==> config.mk <==
export PLATFORM = sky130hd
export DESIGN_NAME = cdt_timers
export DESIGN_NICKNAME = d
export VERILOG_FILES = /design/src/design/cdt_pkg.sv /design/src/design/cdt_timers.sv
export SDC_FILE = /design/constraint.sdc
export NUM_CORES = 1
export LEC_CHECK = 0
export BUFFER_PORTS_ARGS = -buffer_cell sky130_fd_sc_hd__buf_2
export CORE_ASPECT_RATIO = 0.5
export CORE_MARGIN = 4
export CORE_UTILIZATION = 45
export DETAILED_ROUTE_END_ITERATION = 6
export HOLD_SLACK_MARGIN = 0.03
export PLACE_DENSITY = 0.71
export RECOVER_POWER = 100
export SLEW_MARGIN = 10
export SYNTH_ARGS = -nofsm -noshare
export SYNTH_HDL_FRONTEND = slang
export SYNTH_SLANG_ARGS = --single-unit
==> constraint.sdc <==
create_clock -name clk_sys -period 3.55 [get_ports clk_sys]
set_input_delay 0.71 -clock clk_sys [delete_from_list [all_inputs] [get_ports clk_sys]]
set_output_delay 0.71 -clock clk_sys [all_outputs]
set_load 0.02 [all_outputs]
==> src/design/cdt_pkg.sv <==
// Package for the cascadable down timers: offsets, fields, resets, bus carrier
package cdt_pkg;
    // ------------------------------------------------------------
    // Register map
    // ------------------------------------------------------------
    localparam int CDT_ADDR_W = 13;
    localparam logic [12:0] CDT_MODULE_STRIDE = 13'h1000; // Second module base
    localparam logic [12:0] CDT_TIMER_STRIDE = 13'h0020; // Second timer in a module
    localparam logic [3:0] CDT_OFS_RELOAD = 4'h0; // reload_value
    localparam logic [3:0] CDT_OFS_COUNT = 4'h4; // count_readback
    localparam logic [3:0] CDT_OFS_SETUP = 4'h8; // timer_setup
    localparam logic [3:0] CDT_OFS_ACK = 4'hc; // irq_acknowledge
    localparam int CDT_MODULE_BIT = 12;
    localparam int CDT_TIMER_BIT = 5;
    // ------------------------------------------------------------
    // Fields and reset values
    // ------------------------------------------------------------
    localparam int CDT_SETUP_EN_BIT = 7;
    localparam int CDT_SETUP_MODE_BIT = 6;
    localparam int CDT_SETUP_CASC_BIT = 4;
    localparam int CDT_SETUP_PRES_LSB = 2;
    localparam logic [15:0] CDT_COUNT_RESET = 16'hffff;
    localparam logic [15:0] CDT_COUNT_ZERO = 16'h0000;
    localparam logic [15:0] CDT_COUNT_ONE = 16'h0001;
    localparam logic [15:0] CDT_RELOAD_RESET = 16'h0000;
    localparam int CDT_NUM_TIMERS = 4;
    localparam int CDT_TIMERS_PER_MODULE = 2;

    // ------------------------------------------------------------
    // Peripheral bus request carrier
    // ------------------------------------------------------------
    typedef struct packed {
        logic psel;
        logic penable;
        logic pwrite;
        logic [12:0] paddr;
        logic [31:0] pwdata;
    } cdt_apb_req_t;
endpackage

==> src/design/cdt_timers.sv <==
// Four 16-bit down timers in two modules, timers 1 to 3 cascadable, with peripheral bus registers
`timescale 1ns/1ps
`default_nettype none

module cdt_timers
    import cdt_pkg::*;
#(
    parameter int NUM_TIMERS = CDT_NUM_TIMERS
) (
    input wire logic clk_sys,
    input wire logic reset,
    input wire cdt_apb_req_t apb_req,
    output logic [31:0] prdata,
    input wire logic tick_module_a,
    input wire logic tick_module_b,
    output logic [3:0] timer_irq,
    output logic timer_out
);

    // ------------------------------------------------------------
    // Elaboration check
    // ------------------------------------------------------------
    if (NUM_TIMERS != CDT_NUM_TIMERS) begin : g_bad_count
        $error("cdt_timers: the timer count is fixed at four");
    end

    // ------------------------------------------------------------
    // State
    // ------------------------------------------------------------
    typedef struct packed {
        logic [3:0][15:0] count;
        logic [3:0][15:0] reload;
        logic [3:0] en;
        logic [3:0] mode;
        logic [3:0] casc;
        logic [3:0][1:0] pres;
        logic [3:0] irq;
        logic tout;
        logic [31:0] rdata;
    } cdt_state_t;

    cdt_state_t s_q;
    cdt_state_t s_d;

    logic [3:0] base_tick;
    logic [3:0] src_tick;
    logic [3:0] carry;
    logic [3:0] hit;
    logic [3:0] wr_sel;
    logic [3:0] en_rise;
    logic [1:0] acc_idx;
    logic [3:0] acc_ofs;
    logic acc_ok;
    logic wr_acc;
    logic rd_setup;

    // Address decode: module bit, timer-in-module bit, word offset
    assign acc_idx = {apb_req.paddr[CDT_MODULE_BIT], apb_req.paddr[CDT_TIMER_BIT]};
    assign acc_ofs = apb_req.paddr[3:0];
    assign acc_ok = (apb_req.paddr[11:6] == 6'h00) && (apb_req.paddr[4] == 1'b0);
    assign wr_acc = apb_req.psel && apb_req.penable && apb_req.pwrite && acc_ok;
    assign rd_setup = apb_req.psel && !apb_req.penable && !apb_req.pwrite;

    // Module A tick feeds timers 0,1; module B tick feeds timers 2,3
    assign base_tick = {tick_module_b, tick_module_b, tick_module_a, tick_module_a};

    // Per-timer tick source, underflow carry and write select
    for (genvar i = 0; i < 4; i++) begin : g_timer
        if (i == 0) begin : g_first
            assign src_tick[i] = base_tick[i];
        end else begin : g_next
            // Only the immediately lower timer can feed this one
            assign src_tick[i] = s_q.casc[i] ? carry[i-1] : base_tick[i];
        end
        assign hit[i] = s_q.en[i] && src_tick[i];
        assign carry[i] = hit[i] && (s_q.count[i] == CDT_COUNT_ZERO);
        assign wr_sel[i] = wr_acc && (acc_idx == 2'(i));
        assign en_rise[i] = wr_sel[i] && (acc_ofs == CDT_OFS_SETUP) && !s_q.en[i]
            && apb_req.pwdata[CDT_SETUP_EN_BIT];
    end

    // ------------------------------------------------------------
    // Next state
    // ------------------------------------------------------------
    always_comb begin
        logic next_casc;
        next_casc = 1'b0;
        s_d = s_q;
        for (int i = 0; i < 4; i++) begin
            next_casc = (i < 3) ? s_q.casc[(i + 1) % 4] : 1'b0;
            // Counter: enable load, periodic reload, free-run wrap, decrement
            if (en_rise[i]) begin
                s_d.count[i] = s_q.reload[i];
            end else if (carry[i]) begin
                if (s_q.mode[i]) begin
                    s_d.count[i] = s_q.reload[i];
                end else begin
                    s_d.count[i] = CDT_COUNT_RESET;
                end
            end else if (hit[i]) begin
                s_d.count[i] = s_q.count[i] - CDT_COUNT_ONE;
            end
            // Register writes
            if (wr_sel[i] && acc_ofs == CDT_OFS_RELOAD) begin
                s_d.reload[i] = apb_req.pwdata[15:0];
            end
            if (wr_sel[i] && acc_ofs == CDT_OFS_SETUP) begin
                s_d.en[i] = apb_req.pwdata[CDT_SETUP_EN_BIT];
                s_d.mode[i] = apb_req.pwdata[CDT_SETUP_MODE_BIT];
                s_d.casc[i] = apb_req.pwdata[CDT_SETUP_CASC_BIT];
                s_d.pres[i] = apb_req.pwdata[CDT_SETUP_PRES_LSB +: 2];
            end
            // Interrupt: acknowledge clears, a new underflow wins over it
            if (wr_sel[i] && acc_ofs == CDT_OFS_ACK) begin
                s_d.irq[i] = 1'b0;
            end
            if (carry[i] && !next_casc) begin
                s_d.irq[i] = 1'b1;
            end
        end
        // Timer 3 arriving at zero flips the pin
        if (hit[3] && !en_rise[3] && s_q.count[3] == CDT_COUNT_ONE) begin
            s_d.tout = !s_q.tout;
        end
        // Read data captured in setup phase, valid through access phase
        if (rd_setup) begin
            s_d.rdata = 32'h0000_0000;
            if (acc_ok) begin
                unique case (acc_ofs)
                    CDT_OFS_RELOAD: s_d.rdata = {16'h0000, s_q.reload[acc_idx]};
                    CDT_OFS_COUNT: s_d.rdata = {16'h0000, s_q.count[acc_idx]};
                    CDT_OFS_SETUP: s_d.rdata = {24'h00_0000, s_q.en[acc_idx],
                        s_q.mode[acc_idx], 1'b0, s_q.casc[acc_idx], s_q.pres[acc_idx], 2'b00};
                    default: s_d.rdata = 32'h0000_0000;
                endcase
            end
        end
    end

    // ------------------------------------------------------------
    // State register
    // ------------------------------------------------------------
    always_ff @(posedge clk_sys) begin
        if (reset) begin
            s_q <= '0;
            for (int i = 0; i < 4; i++) begin
                s_q.count[i] <= CDT_COUNT_RESET;
                s_q.reload[i] <= CDT_RELOAD_RESET;
            end
        end else begin
            s_q <= s_d;
        end
    end

    // Outputs straight from flops; bit n feeds controller line 17+n
    assign timer_irq = s_q.irq;
    assign timer_out = s_q.tout;
    assign prdata = s_q.rdata;
endmodule

`default_nettype wire

==> summary.md, run 1 <==
| Metric | Value |
|---|---|
| Status | completed |
| Max-slew headroom | a little under a quarter |
| Synth top area cells | dfxtp_1, mux4_2, nand2_1 |
| Crit path time final | around 3.3 ns |
| GRT Total Usage | roughly 28% |
| Top-count cell post-synth | nand2_1 |
| Worst slack, placed | about 0.36 ns |
| # hold bufs at CTS | 0 |
| Die X | 216 um |
| Setup_tns | 0 ns |
| Final Net Count | 1234 |
| H-tree Lvls | 4 |
| Vias/cell | between 6 and 7 |
| Setup violations, final | 0 |
| Synthesis Warnings | 0 |
| R2r endpoint | s_q[178] |
| Row count | 37 |
| Clock Pin Slew Worst Setup and Hold Paths | ~0.060 ns |
| F_max | 0.306 GHz |
| Share of the synthesized area in the top cell type | about a third |
| Maximum VDD drop | approximately 0.33 mV |
| Post-Layout Cell Count | between 1k and 1.5k |
| Area grow syn2layout | 9.64% |
| Final period util | 92.1% |
| R2r worst-path depth | 6 |
| Filler instances | approximately 2k |
| Post-CTS resize count | 0 |
| Post-CTS Setup Inserts | 0 |
| IO buf count | 56 |
| Vias in the first global route | about 8.7k |
| Total grt overflow | 0 |
| Final Skew | around 0.013 ns |
| Fin. max-slew vios | 0 |
| Leakage dissipation | roughly 3.8 nW |
| Multi-input gate area | about 5700 um^2 |
| Top post-synthesis cells by count | nand2_1, dfxtp_1, a21oi_1, nor2_1, clkbuf_1 |
| CP Launch Type | flip-flop |
| Worst hold path type | flip-flop to flip-flop |
| CP Class | flip-flop to flip-flop |
| Worst path cell trace | or4_4 -> or4_1 -> nor4_1 -> o221a_1 -> nor2_4 -> a2111o_1 |
| Die Y | ~110 um |
| Storage element area | around 3400 um^2 |
| Worst-path fanout max | 9 |
| ANT cells | 0 |
| Crit-path slowest cell | or4_1 |
| Total Wirelength | around 34000 um |
| FF+latch count, synth | around 170 |
| Inserted Clock Buffers | 17 |
| PwrDens | 373 nW/um^2 |
| Critical Path End Type | flip-flop |
| Worst-margin pin slew | around 1.1 ns |
| FF-to-FF setup slack | between 0.2 and 0.3 ns |
| Most used DFF post-synth | dfxtp_1 |
| Effective utilization at floorplan | between 40% and 50% |
| Critical Path AT | between 3 and 4 ns |
| Worst setup path start | s_q[131] |
| Distinct cells, synth | slightly above 70 |
| EDFF count, synth | 0 |
| Hold EP | s_q[96] |
| Final worst setup slack | approximately 0.28 ns |
| Beginning of the worst hold path | s_q[96] |
| CTS tree | yes |
| Layout cells sized above 1 | about an eighth |
| Router iterations before antenna repair | 5 |
| Drt wl/cell | 23.3 um |
| Clock latency on the worst-skew pair | roughly 0.45 ns |
| Inst Count DP | about 1.4k |
| Hold Path Cell Cnt | 2 |
| Synth async-reset ratio | 0% |
| Final core occ | approximately half |
| Initial DRC count | between 1k and 1.5k |
| Cell Area, Synth | between 9000 and 10000 um^2 |
| Sink Count | approximately 170 |
| Post-synthesis average cell area | approximately 8.4 um^2 |
| DP HPWL | around 26000 um |
| GPL Wtd Cong | between 0.9 and 1 |
| Die area | 24200 um^2 |
| Critical path's largest stage delay | 0.70 ns |
| Routed Antenna Nets | 0 |
| Initial antenna violation count | 1 |
| Mapped Cells | between 1k and 1.5k |
| Area leader, netlist | dfxtp_1 |
| Core region area | about 21000 um^2 |
| Final Hold Vio Count | 0 |
| Vias | about 9.5k |
| # DRC | 0 |
| Maximum root-to-sink buffer count | 2 |
| Global-route wire length before repair | between 50000 and 60000 um |
| Seq/Total Area, Yosys | between 30% and 40% |
| # Max-Cap Violations | 0 |
| Pin count of the biggest net entering global routing | 71 |
| IO Count | 89 |
| Root Driver | clkbuf_16 |
| RSZ-0062 raised after global routing | no |
| CP required | just under 4 ns |
| RR Startpoint | s_q[131] |
[routing by layer]
metal  global-route usage (%)  up-vias  share of wire (%)  routed length [um]
li1                         -     4238                  -                   -
met1                     40.4     4634                 44               15000
met2                     38.8      502                 40               13800
met3                     10.1       75                 13                4510
met4                     10.3        2                3.1                1080
met5                        0        -              0.038                  13
[cell usage in the layout (no fill, tap or decap), drive strengths merged, types with 6 or more instances in the layout]
cell	instances
xnor2	21
nand3	32
a22o	11
or4	12
a2111o	8
inv	34
o221ai	6
conb	16
ha	7
nor3b	6
a221oi	14
buf	68
nor4	23
o21ai	40
mux4	37
o31ai	8
mux2i	30
dfxtp	169
xor2	17
o211ai	17
clkbuf	51
nand2b	7
nor2	92
a311oi	9
nand2	174
o22ai	14
a22oi	19
a21oi	117
o311ai	9
or3	11
a31oi	9
nand3b	13
nor3	22
clkinv	7
[metrics by stage]
| step | power, mW | instance area [um^2] | hold WS [ns] |
|---|---|---|---|
| after floorplan | 2.07 | 9810 | 0.438 |
| after global placement | 2.12 | 10200 | 0.454 |
| after detailed placement | 2.12 | 10200 | 0.474 |
| after CTS | 4.00 | 10800 | 0.483 |
| after global routing | 4.10 | 10700 | 0.514 |
| final | 3.98 | 10700 | 0.487 |
[area by class of cell]
cell class / count / share of cell area, %
Clock inverter: 9 / 1.16
Inverter: 35 / 1.23
Multi-Input combinational cell: 855 / 53.0
Sequential cell: 169 / 31.7
Clock buffer: 22 / 4.25
Timing Repair Buffer: 97 / 5.26
Tap cell: 292 / 3.42
[worst max-delay path by stage]
| stage | endpoint | slack [ns] | cells past startpoint |
|---|---|---|---|
| floorplan | s_q[142] | 0.60 | 7 |
| global placement | s_q[132] | 0.39 | 7 |
| detailed placement | s_q[132] | 0.36 | 7 |
| CTS | s_q[182] | 0.57 | 8 |
| global route | s_q[178] | 0.18 | 8 |
| finish | s_q[178] | 0.28 | 6 |
[state kept, by name, summed over array words and instances (netlist names)]
name       cells
prdata        16
s_q          148
timer_irq      4
timer_out      1
[logic make-up (layout without fill, tap and decap cells)]
| group | Yosys count | count (layout) | synth area share [%] |
|---|---|---|---|
| fa+ha+maj | 7 | 7 | 0.898 |
| xor+xnor | 38 | 38 | 3.41 |
| flops | 169 | 169 | 34.7 |
| simple gates | 422 | 422 | 21.2 |
| mux | 67 | 67 | 11.6 |
| other cells | 1 | 16 | 0.0385 |
| compound gates | 305 | 305 | 20.4 |
| buf+inv | 156 | 163 | 7.73 |
[report_power, final]
part,switching [mW],internal (mW),total [mW]
logic,0.127,0.0530,0.180
registers,0.0000569,1.90,1.90
clock network,0.792,1.12,1.91
total,0.919,3.06,3.98
[critical path: cells and delay by family, from the launching register on]
family | cells | cell delay, ns
simple gates | 4 | 1.90
compound gates | 2 | 0.86
flops | 1 | 0.39
No activity file was read; power rests on OpenSTA's default activity.
==> inputs of run 2 (changes only) <==
ABC_AREA = 1   (was default)
==> summary.md, run 2 <==
| Metric | Value |
|---|---|
| Final Hold Vio Count | 0 (unchanged) |
| Post-CTS resize count | 0 (unchanged) |
| Seq/Total Area, Yosys | 33.5% (-1.2 points) |
| Worst hold path type | flip-flop to flip-flop |
| Combinational family with the most area after synthesis | simple AND/OR/NAND/NOR gates |
| Global-route wire length before repair | 53000 um (+1.3%) |
| CP dominant cell by count | nand2_1 |
| Synth async-reset ratio | 0% (unchanged) |
| Share of the synthesized area in the top cell type | 33.5% (-1.2 points) |
| XOR/XNOR share of the synthesized area | 2.60% (-0.81 points) |
| Top-count cell post-synth | nand2_1 |
| Row count | 38 (+2.7%) |
| EDFF count, synth | 0 (unchanged) |
| Crit-path slowest cell | nor3_1 |
| FF-to-FF setup slack | 0.34 ns (+0.06 ns) |
| RSZ-0062 raised after global routing | no |
| Mapped Cells | 1435 (+23%) |
| Die X | 220 um (+1.7%) |
| DP HPWL | 24600 um (-3.6%) |
| Inst Count DP | 1706 (+18%) |
| Hold Path Cell Cnt | 2 (unchanged) |
| Max-slew headroom | 0.333% (-24 points) |
| Commonest non-fill, non-tap cell in the layout | nand2_1 |
| CTS tree | yes |
| Status | finished with violations |
| IO Count | 89 (unchanged) |
| RR Startpoint | s_q[153] |
| Cell Area, Synth | 10100 um^2 (+3.5%) |
| Vias | 10.4k (+9.6%) |
| Hold EP | s_q[55] |
| Core region area | 21900 um^2 (+4.5%) |
| FF+latch count, synth | 169 (unchanged) |
| Failing checks | capacitance limit |
| F_max | 0.311 GHz (+1.7%) |
| Final Skew | 0.0147 ns (+0.00175 ns) |
| Post-CTS Setup Inserts | 0 (unchanged) |
| Storage element area | 3380 um^2 (unchanged) |
| Top post-synthesis cells by count | nand2_1, dfxtp_1, inv_1, o21ai_0, nand3_1 |
| Worst-path fanout max | 16 (+7) |
| Initial antenna violation count | 1 (unchanged) |
| Maximum VDD drop | 0.305 mV (-8.0%) |
| Filler instances | 2147 (+4.5%) |
| PwrDens | 383 nW/um^2 (+2.7%) |
| Complex-gate fraction of the synthesized area | 24.4% (+4.0 points) |
| Synth Area in Adders | 0.868% (-0.031 points) |
| Total grt overflow | 0 (unchanged) |
| Final period util | 90.6% (-1.6 points) |
| Post-Layout Cell Count | 1737 (+17%) |
| Effective utilization at floorplan | 46.1% (-0.44 points) |
| R2r endpoint | s_q[174] |
| Critical Path End Type | flip-flop |
| Post-synthesis simple-gate area fraction | 26.0% (+4.8 points) |
| Final Net Count | 1484 (+20%) |
| ANT cells | 0 (unchanged) |
| Clock latency on the worst-skew pair | 0.45 ns (about the same) |
| CP Launch Type | flip-flop |
| GRT Total Usage | 27.2% (-0.93 points) |
| Setup violations, final | 0 (unchanged) |
| Routed Antenna Nets | 0 (unchanged) |
| IO buf count | 56 (unchanged) |
| Beginning of the worst hold path | s_q[55] |
| Worst path cell trace | inv_1 -> ha_1 -> nand2_1 -> nor2_1 -> nand2_1 -> nor2_1 -> nand2_1 -> nor3_1 -> nand3_2 -> nand2_2 -> nand2_2 -> nand3_1 -> nand3b_1 |
| Distinct cells, synth | 49 (-32%) |
| # DRC | 0 (unchanged) |
| Largest register by flop count | s_q |
| Worst setup path start | s_q[153] |
| # hold bufs at CTS | 0 (unchanged) |
| Router iterations before antenna repair | 7 (+2) |
| Most used DFF post-synth | dfxtp_1 |
| Die Y | 114 um (+1.6%) |
| CP required | 3.87 ns (about the same) |
| Pin count of the biggest net entering global routing | 134 (+89%) |
| GPL Wtd Cong | 0.987 (+2.9%) |
| Crit path time final | 3.21 ns (-0.0556 ns) |
| Initial DRC count | 1210 (-17%) |
| Total Wirelength | 34700 um (+1.0%) |
| Total power | 4.13 mW (+3.6%) |
| Multi-input gate area | 5410 um^2 (-4.7%) |
| Most frequent cells in the layout | nand2_1, dfxtp_1, o21ai_0, inv_1, nand3_1 |
| Layout cells sized above 1 | 8.42% (-4.1 points) |
| R2r worst-path depth | 13 (+7) |
| Largest register FFs | 148 (unchanged) |
| Area leader, netlist | dfxtp_1 |
| Leakage dissipation | 4.34 nW (+15%) |
| H-tree Lvls | 4 (unchanged) |
| Die area | 25000 um^2 (+3.3%) |
| Post-synthesis average cell area | 7.03 um^2 (-16%) |
| Synth top area cells | dfxtp_1, o21ai_0, nand2_1 |
| Post-Place Cell Area | 10300 um^2 (+0.96%) |
| # Max-Cap Violations | 1 (+1) |
| Inserted Clock Buffers | 17 (unchanged) |
| Fin. max-slew vios | 0 (unchanged) |
| Sink Count | 169 (unchanged) |
| Root Driver | clkbuf_16 |
| Synthesis Warnings | 0 (unchanged) |
| Maximum root-to-sink buffer count | 2 (unchanged) |
| Drt wl/cell | 20.0 um (-14%) |
| Critical path's largest stage delay | 0.36 ns (-0.34 ns) |
| CP Class | flip-flop to flip-flop |
| Area grow syn2layout | 6.74% |
| Design area | 10800 um^2 (+0.80%) |
| Worst-margin pin slew | 1.49 ns (+0.358 ns) |
| Critical Path AT | 3.53 ns (-0.07 ns) |
| Clock Pin Slew Worst Setup and Hold Paths | 0.07 ns (about the same) |
| Vias in the first global route | 9418 (+8.8%) |
| Setup_tns | 0 ns (unchanged) |
| Vias/cell | 5.97 (-6.6%) |
| Post-synthesis mux area share | 0% (-12 points) |
run 2: changes by cell type in the layout (fill, tap and decap cells not counted), moves of 12 or more:
cell,previous run,this run
o21ai_0,38,162
inv_1,34,155
nand3_1,32,134
mux4_2,37,0
nand2_1,174,207
mux2i_1,30,0
nand4_1,2,30
o221ai_1,6,34
buf_4,33,9
a22oi_1,19,37
xnor2_1,21,3
nor4_1,17,2
a221oi_1,14,0
a21oi_1,117,129
run 2: cell type report:
cell class	instances	share of cell area (%)
tap	300	3.48
inverter	163	5.73
timing repair buffer	71	3.50
clock buffer	19	4.20
multi-input combinational	1003	50.2
sequential	169	31.4
clock inverter	12	1.52
run 2: report_power, final:
part           total, mW  switching, mW  internal, mW
Sequential          1.89      0.0000436          1.89
Clock               2.00          0.851          1.15
Combinational      0.229          0.169        0.0595
run 2: logic make-up after synthesis:
kind of cell,Yosys count
AND/OR/NAND/NOR,538
AO/OA/AOI/OAI,412
buffers and inverters,278
flip-flops,169
XOR/XNOR,30
adder cells (fa/ha/maj),7
other,1
run 2: through the flow:
step / hold slack, ns / util, % / worst slack [ns]
final: 0.469 / 49.3 / 0.335
after global routing: 0.486 / 49.3 / 0.152
after CTS: 0.467 / 49.9 / 0.548
after detailed placement: 0.457 / 47.1 / 0.486
after global placement: 0.439 / 47.1 / 0.535
after floorplan: 0.429 / - / 1.34
run 2: how the worst max path moves through the flow:
stage,to,cells after the start
2_1_floorplan,s_q[167],10
3_3_place_gp,s_q[68],8
3_5_place_dp,s_q[68],8
4_1_cts,s_q[174],13
5_1_grt,s_q[127],11
6_report,s_q[174],13
run 2: per-layer routing:
layer / wire [um] / GRT usage [%] / vias to the layer above / part of all wire, %
met3: 4320 / 9.26 / 63 / 12
met2: 14300 / 39.5 / 546 / 41
met1: 15300 / 38.4 / 4901 / 44
met4: 806 / 8.07 / 2 / 2.3
met5: 13 / 0 / - / 0.037
li1: - / - / 4850 / -
run 2: worst max-delay path: cells and delay by family (launching register included):
family | cells | cell delay [ns]
DFF | 1 | 0.33
buffers and inverters | 1 | 0.19
adders and majority gates | 1 | 0.22
and+or+nand+nor | 11 | 2.36
